--- src/include/ifsb_cfg.svh ---
// Offsets, field positions, implemented-bit masks and reset values of the flag bank
`ifndef IFSB_CFG_SVH
`define IFSB_CFG_SVH

`define IFSB_OFF_WORD1   4'h0
`define IFSB_OFF_WORD2   4'h1
`define IFSB_OFF_WORD3   4'h2
`define IFSB_OFF_WORD4   4'h3
`define IFSB_OFF_STATUS  4'h4
`define IFSB_OFF_MASK    4'h5

`define IFSB_IMPL_WORD1  16'h0007
`define IFSB_IMPL_WORD2  16'h6ff3
`define IFSB_IMPL_WORD3  16'h6066
`define IFSB_IMPL_WORD4  16'h210e

`define IFSB_FLAG_RST    16'h0000
`define IFSB_RDATA_RST   16'h0000
`define IFSB_IRQ_RST     4'h0

`define IFSB_B1_CMP      2
`define IFSB_B1_TW1M     1
`define IFSB_B1_TW1S     0
`define IFSB_B2_DMA4     14
`define IFSB_B2_PPORT    13
`define IFSB_B2_OC7      11
`define IFSB_B2_OC6      10
`define IFSB_B2_OC5      9
`define IFSB_B2_IC6      8
`define IFSB_B2_IC5      7
`define IFSB_B2_IC4      6
`define IFSB_B2_IC3      5
`define IFSB_B2_DMA3     4
`define IFSB_B2_SP2EV    1
`define IFSB_B2_SP2FT    0
`define IFSB_B3_CAL      14
`define IFSB_B3_DMA5     13
`define IFSB_B3_PIN4     6
`define IFSB_B3_PIN3     5
`define IFSB_B3_TW2M     2
`define IFSB_B3_TW2S     1
`define IFSB_B4_CTU      13
`define IFSB_B4_LVD      8
`define IFSB_B4_CRC      3
`define IFSB_B4_SER2     2
`define IFSB_B4_SER1     1

`define IFSB_ST_WORD1    0
`define IFSB_ST_WORD2    1
`define IFSB_ST_WORD3    2
`define IFSB_ST_WORD4    3

`endif

--- src/include/ifsb_pkg.sv ---
// Types shared by the flag bank: words, event bundle and flag snapshot
package ifsb_pkg;

	typedef logic [15:0] ifsb_word_t;
	typedef logic [3:0]  ifsb_irq_t;

	typedef struct packed {
		logic comparator_request_flag;
		logic twowire1_master_flag;
		logic twowire1_slave_flag;
		logic dma_chan4_flag;
		logic parallel_port_flag;
		logic out_compare7_flag;
		logic out_compare6_flag;
		logic out_compare5_flag;
		logic in_capture6_flag;
		logic in_capture5_flag;
		logic in_capture4_flag;
		logic in_capture3_flag;
		logic dma_chan3_flag;
		logic serial_periph2_event_flag;
		logic serial_periph2_fault_flag;
		logic calendar_clock_flag;
		logic dma_chan5_flag;
		logic ext_pin4_flag;
		logic ext_pin3_flag;
		logic twowire2_master_flag;
		logic twowire2_slave_flag;
		logic charge_time_unit_flag;
		logic low_voltage_flag;
		logic checksum_gen_flag;
		logic serial_port2_error_flag;
		logic serial_port1_error_flag;
	} ifsb_events_s;

	typedef struct packed {
		ifsb_word_t word4;
		ifsb_word_t word3;
		ifsb_word_t word2;
		ifsb_word_t word1;
	} ifsb_flags_s;

endpackage

--- src/core/ifsb_bank.sv ---
// Sticky interrupt flag bank with register port, event status, mask and interrupt
// Function
// - Flags show requests; software reads and writes
// - All flags cleared after reset
// - Unassigned bits read zero, ignore writes
// - Word1 bits 2..0: comparator, two-wire1 master/slave
// - Word2 bit14 DMA4, bit13 parallel port
// - Word2 bits 11..9: output compare 7..5
// - Word2 bits 8..5: input capture 6..3
// - Word2 bit4 DMA3, bits1..0 serial periph2
// - Word3 bit14 calendar clock, bit13 DMA5
// - Word3 bit6 pin4, bit5 pin3
// - Word3 bits 2..1 two-wire2 master/slave
// - Word4 bit13 charge time, bit8 low voltage
// - Word4 bit3 checksum, bits2..1 serial errors
`include "ifsb_cfg.svh"

module ifsb_bank
	import ifsb_pkg::*;
#(
	parameter int ADDR_W = 4
)
(
	input  wire logic              clock_in,
	input  wire logic              reset_n_in,
	input  wire ifsb_events_s      events_in,
	input  wire logic [ADDR_W-1:0] addr_in,
	input  wire ifsb_word_t        wr_data_in,
	input  wire logic              wr_en_in,
	input  wire logic              rd_en_in,
	output ifsb_word_t             rd_data_out,
	output ifsb_flags_s            flags_out,
	output logic                   irq_out
);

	// Offsets up to the mask register need three address bits
	if (ADDR_W < 3)
	begin : g_addr_check
		$error("ifsb_bank: ADDR_W must be at least 3");
	end

	ifsb_word_t  word1_ff;
	ifsb_word_t  word2_ff;
	ifsb_word_t  word3_ff;
	ifsb_word_t  word4_ff;
	ifsb_word_t  nxt_word1;
	ifsb_word_t  nxt_word2;
	ifsb_word_t  nxt_word3;
	ifsb_word_t  nxt_word4;
	ifsb_word_t  set1;
	ifsb_word_t  set2;
	ifsb_word_t  set3;
	ifsb_word_t  set4;
	ifsb_irq_t   status_ff;
	ifsb_irq_t   nxt_status;
	ifsb_irq_t   status_set;
	ifsb_irq_t   mask_ff;
	ifsb_word_t  rd_data_ff;
	ifsb_word_t  nxt_rd_data;
	logic        irq_ff;

	function automatic logic addr_hit(logic [ADDR_W-1:0] a, logic [3:0] off);
		return a == ADDR_W'(off);
	endfunction

	// Keeps a word, takes a write, then merges events over it
	function automatic ifsb_word_t flag_next(ifsb_word_t cur, logic wr, ifsb_word_t wd,
		ifsb_word_t set, ifsb_word_t impl);
		ifsb_word_t base;
		base = wr ? wd : cur;
		return (base | set) & impl;
	endfunction

	function automatic ifsb_word_t map_word1(ifsb_events_s ev);
		ifsb_word_t v;
		v = `IFSB_FLAG_RST;
		v[`IFSB_B1_CMP]  = ev.comparator_request_flag;
		v[`IFSB_B1_TW1M] = ev.twowire1_master_flag;
		v[`IFSB_B1_TW1S] = ev.twowire1_slave_flag;
		return v;
	endfunction

	function automatic ifsb_word_t map_word2(ifsb_events_s ev);
		ifsb_word_t v;
		v = `IFSB_FLAG_RST;
		v[`IFSB_B2_DMA4]  = ev.dma_chan4_flag;
		v[`IFSB_B2_PPORT] = ev.parallel_port_flag;
		v[`IFSB_B2_OC7]   = ev.out_compare7_flag;
		v[`IFSB_B2_OC6]   = ev.out_compare6_flag;
		v[`IFSB_B2_OC5]   = ev.out_compare5_flag;
		v[`IFSB_B2_IC6]   = ev.in_capture6_flag;
		v[`IFSB_B2_IC5]   = ev.in_capture5_flag;
		v[`IFSB_B2_IC4]   = ev.in_capture4_flag;
		v[`IFSB_B2_IC3]   = ev.in_capture3_flag;
		v[`IFSB_B2_DMA3]  = ev.dma_chan3_flag;
		v[`IFSB_B2_SP2EV] = ev.serial_periph2_event_flag;
		v[`IFSB_B2_SP2FT] = ev.serial_periph2_fault_flag;
		return v;
	endfunction

	function automatic ifsb_word_t map_word3(ifsb_events_s ev);
		ifsb_word_t v;
		v = `IFSB_FLAG_RST;
		v[`IFSB_B3_CAL]  = ev.calendar_clock_flag;
		v[`IFSB_B3_DMA5] = ev.dma_chan5_flag;
		v[`IFSB_B3_PIN4] = ev.ext_pin4_flag;
		v[`IFSB_B3_PIN3] = ev.ext_pin3_flag;
		v[`IFSB_B3_TW2M] = ev.twowire2_master_flag;
		v[`IFSB_B3_TW2S] = ev.twowire2_slave_flag;
		return v;
	endfunction

	function automatic ifsb_word_t map_word4(ifsb_events_s ev);
		ifsb_word_t v;
		v = `IFSB_FLAG_RST;
		v[`IFSB_B4_CTU]  = ev.charge_time_unit_flag;
		v[`IFSB_B4_LVD]  = ev.low_voltage_flag;
		v[`IFSB_B4_CRC]  = ev.checksum_gen_flag;
		v[`IFSB_B4_SER2] = ev.serial_port2_error_flag;
		v[`IFSB_B4_SER1] = ev.serial_port1_error_flag;
		return v;
	endfunction

	always_comb
	begin
		set1 = map_word1(events_in);
		set2 = map_word2(events_in);
		set3 = map_word3(events_in);
		set4 = map_word4(events_in);
	end

	always_comb
	begin
		nxt_word1 = flag_next(word1_ff, wr_en_in && addr_hit(addr_in, `IFSB_OFF_WORD1),
			wr_data_in, set1, `IFSB_IMPL_WORD1);
		nxt_word2 = flag_next(word2_ff, wr_en_in && addr_hit(addr_in, `IFSB_OFF_WORD2),
			wr_data_in, set2, `IFSB_IMPL_WORD2);
		nxt_word3 = flag_next(word3_ff, wr_en_in && addr_hit(addr_in, `IFSB_OFF_WORD3),
			wr_data_in, set3, `IFSB_IMPL_WORD3);
		nxt_word4 = flag_next(word4_ff, wr_en_in && addr_hit(addr_in, `IFSB_OFF_WORD4),
			wr_data_in, set4, `IFSB_IMPL_WORD4);
	end

	always_ff @(posedge clock_in)
	begin
		if (!reset_n_in)
			word1_ff <= `IFSB_FLAG_RST;
		else
			word1_ff <= nxt_word1;
	end

	always_ff @(posedge clock_in)
	begin
		if (!reset_n_in)
			word2_ff <= `IFSB_FLAG_RST;
		else
			word2_ff <= nxt_word2;
	end

	always_ff @(posedge clock_in)
	begin
		if (!reset_n_in)
			word3_ff <= `IFSB_FLAG_RST;
		else
			word3_ff <= nxt_word3;
	end

	always_ff @(posedge clock_in)
	begin
		if (!reset_n_in)
			word4_ff <= `IFSB_FLAG_RST;
		else
			word4_ff <= nxt_word4;
	end

	// Event status: one sticky bit per word, read clears, set wins
	always_comb
	begin
		status_set = `IFSB_IRQ_RST;
		status_set[`IFSB_ST_WORD1] = |(set1 & `IFSB_IMPL_WORD1);
		status_set[`IFSB_ST_WORD2] = |(set2 & `IFSB_IMPL_WORD2);
		status_set[`IFSB_ST_WORD3] = |(set3 & `IFSB_IMPL_WORD3);
		status_set[`IFSB_ST_WORD4] = |(set4 & `IFSB_IMPL_WORD4);
		if (rd_en_in && addr_hit(addr_in, `IFSB_OFF_STATUS))
			nxt_status = status_set;
		else
			nxt_status = status_ff | status_set;
	end

	always_ff @(posedge clock_in)
	begin
		if (!reset_n_in)
			status_ff <= `IFSB_IRQ_RST;
		else
			status_ff <= nxt_status;
	end

	always_ff @(posedge clock_in)
	begin
		if (!reset_n_in)
			mask_ff <= `IFSB_IRQ_RST;
		else if (wr_en_in && addr_hit(addr_in, `IFSB_OFF_MASK))
			mask_ff <= wr_data_in[$bits(ifsb_irq_t)-1:0];
	end

	// Follows next status so the level lines up with the status register
	always_ff @(posedge clock_in)
	begin
		if (!reset_n_in)
			irq_ff <= 1'b0;
		else if (wr_en_in && addr_hit(addr_in, `IFSB_OFF_MASK))
			irq_ff <= |(nxt_status & wr_data_in[$bits(ifsb_irq_t)-1:0]);
		else
			irq_ff <= |(nxt_status & mask_ff);
	end

	// read mux, unused bits and addresses read zero
	always_comb
	begin
		nxt_rd_data = `IFSB_RDATA_RST;
		if (rd_en_in)
		begin
			case (addr_in)
				ADDR_W'(`IFSB_OFF_WORD1):  nxt_rd_data = word1_ff;
				ADDR_W'(`IFSB_OFF_WORD2):  nxt_rd_data = word2_ff;
				ADDR_W'(`IFSB_OFF_WORD3):  nxt_rd_data = word3_ff;
				ADDR_W'(`IFSB_OFF_WORD4):  nxt_rd_data = word4_ff;
				ADDR_W'(`IFSB_OFF_STATUS): nxt_rd_data = {12'h000, status_ff};
				ADDR_W'(`IFSB_OFF_MASK):   nxt_rd_data = {12'h000, mask_ff};
				default:                   nxt_rd_data = `IFSB_RDATA_RST;
			endcase
		end
	end

	always_ff @(posedge clock_in)
	begin
		if (!reset_n_in)
			rd_data_ff <= `IFSB_RDATA_RST;
		else
			rd_data_ff <= nxt_rd_data;
	end

	assign rd_data_out = rd_data_ff;
	assign irq_out     = irq_ff;
	assign flags_out   = '{word4: word4_ff, word3: word3_ff, word2: word2_ff, word1: word1_ff};

	a_reset_clears: assert property (@(posedge clock_in)
		!reset_n_in |=> (word1_ff == 16'h0000 && word2_ff == 16'h0000 &&
			word3_ff == 16'h0000 && word4_ff == 16'h0000))
		else $error("flags not cleared by reset");

	a_unimpl_zero: assert property (@(posedge clock_in) disable iff (!reset_n_in)
		((word1_ff & ~16'h0007) == 16'h0000) && ((word2_ff & ~16'h6ff3) == 16'h0000) &&
		((word3_ff & ~16'h6066) == 16'h0000) && ((word4_ff & ~16'h210e) == 16'h0000))
		else $error("unimplemented flag bit set");

	a_write_store: assert property (@(posedge clock_in) disable iff (!reset_n_in)
		(wr_en_in && addr_in == ADDR_W'(4'h1) && map_word2(events_in) == 16'h0000)
		|=> word2_ff == ($past(wr_data_in) & 16'h6ff3))
		else $error("word2 write not stored");

	a_read_word3: assert property (@(posedge clock_in) disable iff (!reset_n_in)
		(rd_en_in && addr_in == ADDR_W'(4'h2)) |=> rd_data_out == $past(word3_ff))
		else $error("word3 read data wrong");

	a_cmp_set_wins: assert property (@(posedge clock_in) disable iff (!reset_n_in)
		(events_in.comparator_request_flag && wr_en_in && addr_in == ADDR_W'(4'h0) &&
		!wr_data_in[2]) |=> word1_ff[2])
		else $error("comparator event lost to clear");

	a_flag_holds: assert property (@(posedge clock_in) disable iff (!reset_n_in)
		(word4_ff[8] && !(wr_en_in && addr_in == ADDR_W'(4'h3))) |=> word4_ff[8])
		else $error("low voltage flag dropped without write");

	a_tw1_slave: assert property (@(posedge clock_in) disable iff (!reset_n_in)
		events_in.twowire1_slave_flag |=> word1_ff[0] && $past(events_in.twowire1_slave_flag))
		else $error("two-wire1 slave flag not set");

	a_dma4_latch: assert property (@(posedge clock_in) disable iff (!reset_n_in)
		events_in.dma_chan4_flag |=> word2_ff[14])
		else $error("dma4 flag not set");

	a_oc_order: assert property (@(posedge clock_in) disable iff (!reset_n_in)
		(events_in.out_compare7_flag && !events_in.out_compare5_flag && !word2_ff[9] &&
		!wr_en_in) |=> (word2_ff[11] && !word2_ff[9]))
		else $error("output compare bits misplaced");

	a_ic3_latch: assert property (@(posedge clock_in) disable iff (!reset_n_in)
		events_in.in_capture3_flag |=> word2_ff[5])
		else $error("input capture3 flag not set");

	a_sp2_fault: assert property (@(posedge clock_in) disable iff (!reset_n_in)
		events_in.serial_periph2_fault_flag |=> word2_ff[0])
		else $error("serial periph2 fault flag not set");

	a_cal_latch: assert property (@(posedge clock_in) disable iff (!reset_n_in)
		events_in.calendar_clock_flag |=> word3_ff[14])
		else $error("calendar flag not set");

	a_pin4_latch: assert property (@(posedge clock_in) disable iff (!reset_n_in)
		events_in.ext_pin4_flag |=> word3_ff[6])
		else $error("pin4 flag not set");

	a_tw2_master: assert property (@(posedge clock_in) disable iff (!reset_n_in)
		events_in.twowire2_master_flag |=> word3_ff[2] && !word3_ff[0])
		else $error("two-wire2 master flag wrong");

	a_ctu_latch: assert property (@(posedge clock_in) disable iff (!reset_n_in)
		events_in.charge_time_unit_flag |=> word4_ff[13])
		else $error("charge time flag not set");

	a_crc_latch: assert property (@(posedge clock_in) disable iff (!reset_n_in)
		events_in.checksum_gen_flag |=> word4_ff[3])
		else $error("checksum flag not set");

	a_tw1_master: assert property (@(posedge clock_in) disable iff (!reset_n_in)
		events_in.twowire1_master_flag |=> word1_ff[`IFSB_B1_TW1M])
		else $error("two-wire1 master flag not set");

	a_pport_latch: assert property (@(posedge clock_in) disable iff (!reset_n_in)
		events_in.parallel_port_flag |=> word2_ff[`IFSB_B2_PPORT])
		else $error("parallel port flag not set");

	a_oc6_latch: assert property (@(posedge clock_in) disable iff (!reset_n_in)
		events_in.out_compare6_flag |=> word2_ff[`IFSB_B2_OC6])
		else $error("output compare6 flag not set");

	a_ic6_latch: assert property (@(posedge clock_in) disable iff (!reset_n_in)
		events_in.in_capture6_flag |=> word2_ff[`IFSB_B2_IC6])
		else $error("input capture6 flag not set");

	a_dma3_latch: assert property (@(posedge clock_in) disable iff (!reset_n_in)
		events_in.dma_chan3_flag |=> word2_ff[`IFSB_B2_DMA3])
		else $error("dma3 flag not set");

	a_sp2_event: assert property (@(posedge clock_in) disable iff (!reset_n_in)
		events_in.serial_periph2_event_flag |=> word2_ff[`IFSB_B2_SP2EV])
		else $error("serial periph2 event flag not set");

	a_dma5_latch: assert property (@(posedge clock_in) disable iff (!reset_n_in)
		events_in.dma_chan5_flag |=> word3_ff[`IFSB_B3_DMA5])
		else $error("dma5 flag not set");

	a_pin3_latch: assert property (@(posedge clock_in) disable iff (!reset_n_in)
		events_in.ext_pin3_flag |=> word3_ff[`IFSB_B3_PIN3])
		else $error("pin3 flag not set");

	a_tw2_slave: assert property (@(posedge clock_in) disable iff (!reset_n_in)
		events_in.twowire2_slave_flag |=> word3_ff[`IFSB_B3_TW2S])
		else $error("two-wire2 slave flag not set");

	a_lvd_latch: assert property (@(posedge clock_in) disable iff (!reset_n_in)
		events_in.low_voltage_flag |=> word4_ff[`IFSB_B4_LVD])
		else $error("low voltage flag not set");

	a_ser2_error: assert property (@(posedge clock_in) disable iff (!reset_n_in)
		events_in.serial_port2_error_flag |=> word4_ff[`IFSB_B4_SER2])
		else $error("serial port2 error flag not set");

	a_ser1_error: assert property (@(posedge clock_in) disable iff (!reset_n_in)
		events_in.serial_port1_error_flag |=> word4_ff[`IFSB_B4_SER1])
		else $error("serial port1 error flag not set");

	a_status_sticky: assert property (@(posedge clock_in) disable iff (!reset_n_in)
		(events_in.dma_chan4_flag && rd_en_in && addr_in == ADDR_W'(`IFSB_OFF_STATUS))
		|=> status_ff[`IFSB_ST_WORD2])
		else $error("status event lost to clearing read");

	a_read_idle: assert property (@(posedge clock_in) disable iff (!reset_n_in)
		!rd_en_in |=> rd_data_out == `IFSB_RDATA_RST)
		else $error("read data not zero outside read cycle");

	a_unmapped_read: assert property (@(posedge clock_in) disable iff (!reset_n_in)
		(rd_en_in && addr_in > ADDR_W'(`IFSB_OFF_MASK)) |=> rd_data_out == `IFSB_RDATA_RST)
		else $error("unmapped address read not zero");

	a_irq_level: assert property (@(posedge clock_in) disable iff (!reset_n_in)
		##1 irq_out == |(status_ff & mask_ff))
		else $error("irq level disagrees with status and mask");

endmodule // ifsb_bank

--- config.mk ---
export PLATFORM = sky130hd
export DESIGN_NAME = ifsb_bank
export DESIGN_NICKNAME = d
export VERILOG_FILES = /design/src/include/ifsb_pkg.sv /design/src/core/ifsb_bank.sv
export VERILOG_INCLUDE_DIRS = /design/src /design/src/include
export SDC_FILE = /design/constraint.sdc
export NUM_CORES = 1
export LEC_CHECK = 0
export ABC_AREA = 1
export BUFFER_PORTS_ARGS = -buffer_cell sky130_fd_sc_hd__buf_2
export CORE_AREA = 2 2 75 77
export DETAILED_ROUTE_END_ITERATION = 8
export DIE_AREA = 0 0 77 79
export GPL_ROUTABILITY_DRIVEN = 0
export PLACE_DENSITY = 0.9
export SLEW_MARGIN = 0
export SYNTH_ARGS = -nofsm -noshare
export SYNTH_HDL_FRONTEND = slang
export SYNTH_SLANG_ARGS = --single-unit
--- constraint.sdc ---
create_clock -name clock_in -period 2.9 [get_ports clock_in]
set_input_delay 0.145 -clock clock_in [delete_from_list [all_inputs] [get_ports clock_in]]
set_output_delay 0.145 -clock clock_in [all_outputs]
set_load 0.02 [all_outputs]
# [Yosys cells after proc, flatten, opt, wreduce, memory -nomap -nowiden]
# Index checks and enable logic that the tools add are counted.
# Widths: inputs -> output; s select.
[word_totals] reg_bits=51 out_inout_bits=81 elab_cells=41
[classes] eq_ne=5 mux=7 bitwise_logic=7 n_reduce_logical=14
[op_table] op="$pmux 15 s6" n=1
[op_table] op="$mux 15" n=2
[op_table] op="$or 15x15->15" n=2
[op_table] op="$mux 14" n=1
[op_table] op="$or 14x14->14" n=1
[op_table] op="$reduce_or 12->1" n=1
[op_table] op="$and 4x4->4" n=2
[op_table] op="$eq 4x2->1 const B" n=2
[op_table] op="$eq 4x3->1 const B" n=2
[op_table] op="$reduce_or 4->1" n=2
[op_table] op="$logic_and 1x1->1" n=6
[op_table] op="$reduce_or 6->1" n=1
[op_table] op="$reduce_or 5->1" n=1
[op_table] op="$eq 4x1->1 const B" n=1
[op_table] op="$logic_not 4->1" n=1
[op_table] op="$mux 4" n=1
[op_table] op="$or 4x4->4" n=1
[op_table] op="$mux 3" n=1
[op_table] op="$or 3x3->3" n=1
[op_table] op="$reduce_or 3->1" n=1
[op_table] op="$reduce_and 2->1" n=1
[op_table] op="$mux 1" n=1

# [Longest topological paths before layout]
[logic_depth] word_depth=6 depth_mapped=11 depth_no_buf=11

# [Least setup slack after synthesis]
# OpenSTA, ideal clock, no wires.
[synth_timing] path_type="input to register" from="input addr_in[2]" to="register irq_ff (netlist: irq_out)" t_arrival_ps=1096 required_time_ps=2787 slack_ps=1691 path_stages=11 path_buffers=0 path_cell_list="inv_1 nor2_1 nand3_1 nand2_1 nand2_1 nand2_1 nand2_1 nor2_1 nand2_1 nand2_1 nor2_1"
[synth_via] elab_chain_len=6 word_cells_on_any_way=10 cone_classes="eq/ne (2); mux (2); bitwise (2); reduce/logical (4)"
[synth_rtl] item="start, declared" line="ifsb_bank.sv:27" source="input wire logic [ADDR_W-1:0] addr_in,"
[synth_rtl] item="$eq 4x3->1" line="ifsb_bank.sv:63" source="return a == ADDR_W'(off);"
[synth_rtl] item="$logic_and 1x1->1" line="ifsb_bank.sv:184" source="if (rd_en_in && addr_hit(addr_in, `IFSB_OFF_STATUS))"
[synth_rtl] item="$mux 4" line="ifsb_bank.sv:184"
[synth_rtl] item="$and 4x4->4, on equally long branches" line="ifsb_bank.sv:214, ifsb_bank.sv:212"
[synth_rtl] item="$reduce_or 4->1, on equally long branches" line="ifsb_bank.sv:214, ifsb_bank.sv:212"
[synth_rtl] item="$mux 1 (*)" line="ifsb_bank.sv:211" source="else if (wr_en_in && addr_hit(addr_in, `IFSB_OFF_MASK))"
[synth_rtl] item="end signal, assigned" line="ifsb_bank.sv:212" source="irq_ff <= |(nxt_status & wr_data_in[$bits(ifsb_irq_t)-1:0]);"
[synth_rtl] item="end signal, assigned" line="ifsb_bank.sv:214" source="irq_ff <= |(nxt_status & mask_ff);"
[synth_rtl] item="end, declared" line="ifsb_bank.sv:60" source="logic irq_ff;"
# Mark *: on every way between the ends. The rest lies on a longest branch, timed or not.
# A chain may end at the register's enable or synchronous reset.

# [Worst setup path after layout]
[layout_timing] from="input addr_in[2]" to="register word2_ff[4]"
[layout_via] elab_chain_len=4
[layout_rtl] item="$eq 4x1->1" line="ifsb_bank.sv:63"
[layout_rtl] item="$logic_and 1x1->1" line="ifsb_bank.sv:136" source="nxt_word2 = flag_next(word2_ff, wr_en_in && addr_hit(addr_in, `IFSB_OFF_WORD2),"
[layout_rtl] item="$mux 15" line="ifsb_bank.sv:70" source="base = wr ? wd : cur;"
[layout_rtl] item="$or 15x15->15" line="ifsb_bank.sv:71" source="return (base | set) & impl;"
[layout_rtl] item="end signal, assigned" line="ifsb_bank.sv:155" source="word2_ff <= `IFSB_FLAG_RST;"
[layout_rtl] item="end signal, assigned" line="ifsb_bank.sv:157" source="word2_ff <= nxt_word2;"
[layout_rtl] item="end, declared" line="ifsb_bank.sv:43" source="ifsb_word_t word2_ff;"
# No other way between the ends.

==> results.sh <==
export IMPL_synthDominantCellAreaShare=0.4016
export IMPL_finClkSkew_ns=0.007734
export IMPL_hold_buffers=0
export IMPL_io_pin_count=131
export IMPL_whs_path_depth=3
export IMPL_drc=0
export IMPL_dieArea_sq_mm=0.006083
export IMPL_final_nets=488
export IMPL_hpwl_mm=4.560
export IMPL_crit_path_max_incr_delay_ns=0.38
export IMPL_max_slew_margin=0.6520
export IMPL_cts_buffers=5
export IMPL_fmax_ghz=0.7945
export IMPL_synthCells=350
export IMPL_grt_max_degree=34
export IMPL_met3_length_microns=460
export IMPL_clkTransAtPathRegs_ns=0.09
export IMPL_cts_tree="built"
export IMPL_start_util=0.4576
export IMPL_cts_root_buf="clkbuf_8"
export IMPL_synth_cell_types=26
export IMPL_finalCritPeriodShare=0.4340
export IMPL_r2r_setup_slack_ns=1.95
export IMPL_syn_area_sq_mm=0.002442
export IMPL_r2r_end="irq_out$_SDFF_PN0_"
export IMPL_via_per_inst=4.573
export IMPL_startpoint_type="primary input"
export IMPL_synth_largest_area_cell="dfxtp_1"
export IMPL_leakage_nw=1.615
export IMPL_synth_area_leaders="dfxtp_1 40%, buf_4 13%, nand2_1 11%"
export IMPL_drv_slew=0
export IMPL_combinationalPowerShare=0.181
export IMPL_place_inst=503
export IMPL_power_share_clock=0.303
export IMPL_tns_ns=0
export IMPL_crit_fanout=24
export IMPL_grt_antenna_before_repair=0
export IMPL_post_cts_setup_buffer_count=0
export IMPL_worstMarginPinSlew_ns=0.5220
export IMPL_endpoint_kind="flop"
export IMPL_rsz0062_at_grt="no"
export IMPL_path_cells="buf_2, inv_1, nand2_2, nor3_4, nand2_4, nand2_1, o21ai_0, o21ai_0, inv_1"
export IMPL_p_int_mw=0.9999
export IMPL_min_from="events_in[17]"
export IMPL_grt_first_pass_wirelength_mm=9.011
export IMPL_worst_ep_required_time_ns=3.10
export IMPL_vias=2337
export IMPL_path_buf_inv=3
export IMPL_hold_path_end="word2_ff[8]$_SDFF_PN0_"
export IMPL_regToRegStartpoint="status_ff[3]$_SDFF_PN0_"
export IMPL_syn_avg_cell_area_sq_um=6.978
export IMPL_grt_pass1_vias=2036
export IMPL_track_usage=0.1872
export IMPL_routedWlPerCell_microns=11.39
export IMPL_cpLargestDelayFamily="simple AND/OR/NAND/NOR gates"
export IMPL_dr_first_iter_drc_count=146
export IMPL_stdcell_count=511
export IMPL_core_region_area_sq_mm=0.005338
export IMPL_swShare=0.2944
export IMPL_cts_buffer_depth=2
export IMPL_drive_gt1_frac=0.2346
export IMPL_cap_viol_max_count=0
export IMPL_post_route_min_period_ns=1.259
export IMPL_power_density_mw_per_mm2=492.2
export IMPL_r2r_cells=6
export IMPL_setup_viol=0
export IMPL_cts_sinks=49
export IMPL_antenna_left=0
export IMPL_cts_htree_levels=2
export IMPL_outcome="completed"
export IMPL_worst_ep_arrival_time_ns=1.46
export IMPL_fill_cells=519
export IMPL_ctsResizeCount=0
export IMPL_routed_wirelength_mm=5.821
export IMPL_grt_overflow_total=0
export IMPL_ys_ff_latch=49
export IMPL_n_antenna_cell=0
export IMPL_io_buffers=88
export IMPL_hp_class="in -> reg"
export IMPL_fp_dieW_microns=77
export IMPL_netSwitchingPower_mw=0.4173
export IMPL_clk_latency_ns=0.30
export IMPL_ys_warn_count=0
export IMPL_routed_top_layer="met4"
export IMPL_firstDrtPassIters=4
export IMPL_path_class="in -> reg"
export IMPL_critical_path_slowest_cell="nor3_4"
export IMPL_wl_met2_mm=2.831
export IMPL_syn2layout_area_growth_pct=17.88
export IMPL_vdd_ir_drop_max_mv=0.2275
export IMPL_ys_seq_area_frac=0.4016
export IMPL_wl_met1_mm=2.382
export IMPL_placementRows=27
export IMPL_hold_violations=0
export IMPL_die_h_microns=79
export IMPL_seq_power_share=0.516
-- placed cells by master, fill, tap and decap left out, drive strengths merged --
master | netlist | routed
buf | 44 | 88
nand2 | 77 | 77
o21ai | 59 | 59
inv | 55 | 55
dfxtp | 49 | 49
conb | 1 | 40
nor2 | 32 | 32
a21oi | 11 | 11
nand3 | 10 | 10
clkbuf | 2 | 7
nor3 | 3 | 3
a211oi | 2 | 2
o211ai | 1 | 1
o22ai | 1 | 1
a221oi | 1 | 1
and2 | 1 | 1
a31oi | 1 | 1
clkinv | 0 | 1
-- power by group through the flow --
stage / clock network (mW) / logic [mW] / registers, mW
floorplan: 0 / 0.170 / 0.779
global placement: 0 / 0.249 / 0.745
detailed placement: 0 / 0.254 / 0.746
CTS: 0.435 / 0.255 / 0.730
global route: 0.462 / 0.282 / 0.735
finish: 0.430 / 0.256 / 0.731
-- synthesized netlist by cell type, drive strengths merged --
cell and instances:
nand2 77, dfxtp 49, nor2 32, nor3 3, and2 1, o21ai 59, buf 44, clkbuf 2
a211oi 2, a31oi 1, a21oi 11, nand3 10, a221oi 1, inv 55, o211ai 1, o22ai 1
conb 1
-- area by class of cell --
type,instances,area (sq um),area share
inverters,55,206.4,0.07171
flip-flops and latches,49,980.9,0.3407
clock buffers,7,96.34,0.03346
repair buffers,88,440.4,0.1530
clock inverters,1,5.005,0.001738
well taps,72,90.09,0.03129
multi-input cells,239,1060,0.3681
-- logic make-up (layout without fill, tap and decap cells) --
logic type	count (synthesis)	after routing	synth area share
flops	49	49	0.4016
compound gates	76	76	0.1629
buf+inv	101	151	0.2244
other cells	1	40	0.001535
simple gates	123	123	0.2095
-- metal layers --
layer,GRT usage,vias up
li1,-,1184
met1,0.2111,1048
met2,0.3254,94
met3,0.04773,11
met4,0.1018,0
met5,0,-
-- sequential cells by signal (all words and copies together) (netlist names) --
| name | count |
|---|---|
| irq_out | 1 |
| mask_ff | 4 |
| rd_data_out | 14 |
| status_ff | 4 |
| word1_ff | 3 |
| word2_ff | 12 |
| word3_ff | 6 |
| word4_ff | 5 |
-- how the worst max path moves through the flow --
stage,from,end,slack [ns],depth (start not counted)
2_1_floorplan,addr_in[2],irq_out$_SDFF_PN0_,1.69,11
3_3_place_gp,addr_in[2],word2_ff[14]$_SDFF_PN0_,1.36,9
3_5_place_dp,addr_in[2],word2_ff[4]$_SDFF_PN0_,1.33,9
4_1_cts,addr_in[2],word2_ff[4]$_SDFF_PN0_,1.65,9
5_1_grt,addr_in[2],irq_out$_SDFF_PN0_,1.48,12
6_report,addr_in[2],word2_ff[4]$_SDFF_PN0_,1.64,9
-- worst register-to-register path, delay by kind of cell, from the launching register on --
| family | cells | cell delay, ns |
|---|---|---|
| and+or+nand+nor | 4 | 0.32 |
| DFF | 1 | 0.35 |
| AOI/OAI and AO/OA | 1 | 0.18 |
| buffers and inverters | 1 | 0.05 |
-- metrics by stage --
stage                     hold WS [ns]  instance area, sq um  utilization  setup WS, ns  power [mW]
after global routing           0.07222                  2879       0.5394         1.483       1.480
final                          0.06603                  2879       0.5394         1.641       1.417
after CTS                      0.05974                  2879       0.5394         1.649       1.421
after global placement          0.3584                  2778       0.5204         1.365      0.9936
after detailed placement        0.3665                  2778       0.5204         1.329       1.000
after floorplan                 0.2572                  2589            -         1.691      0.9488
(Power assumes the default switching activity.)
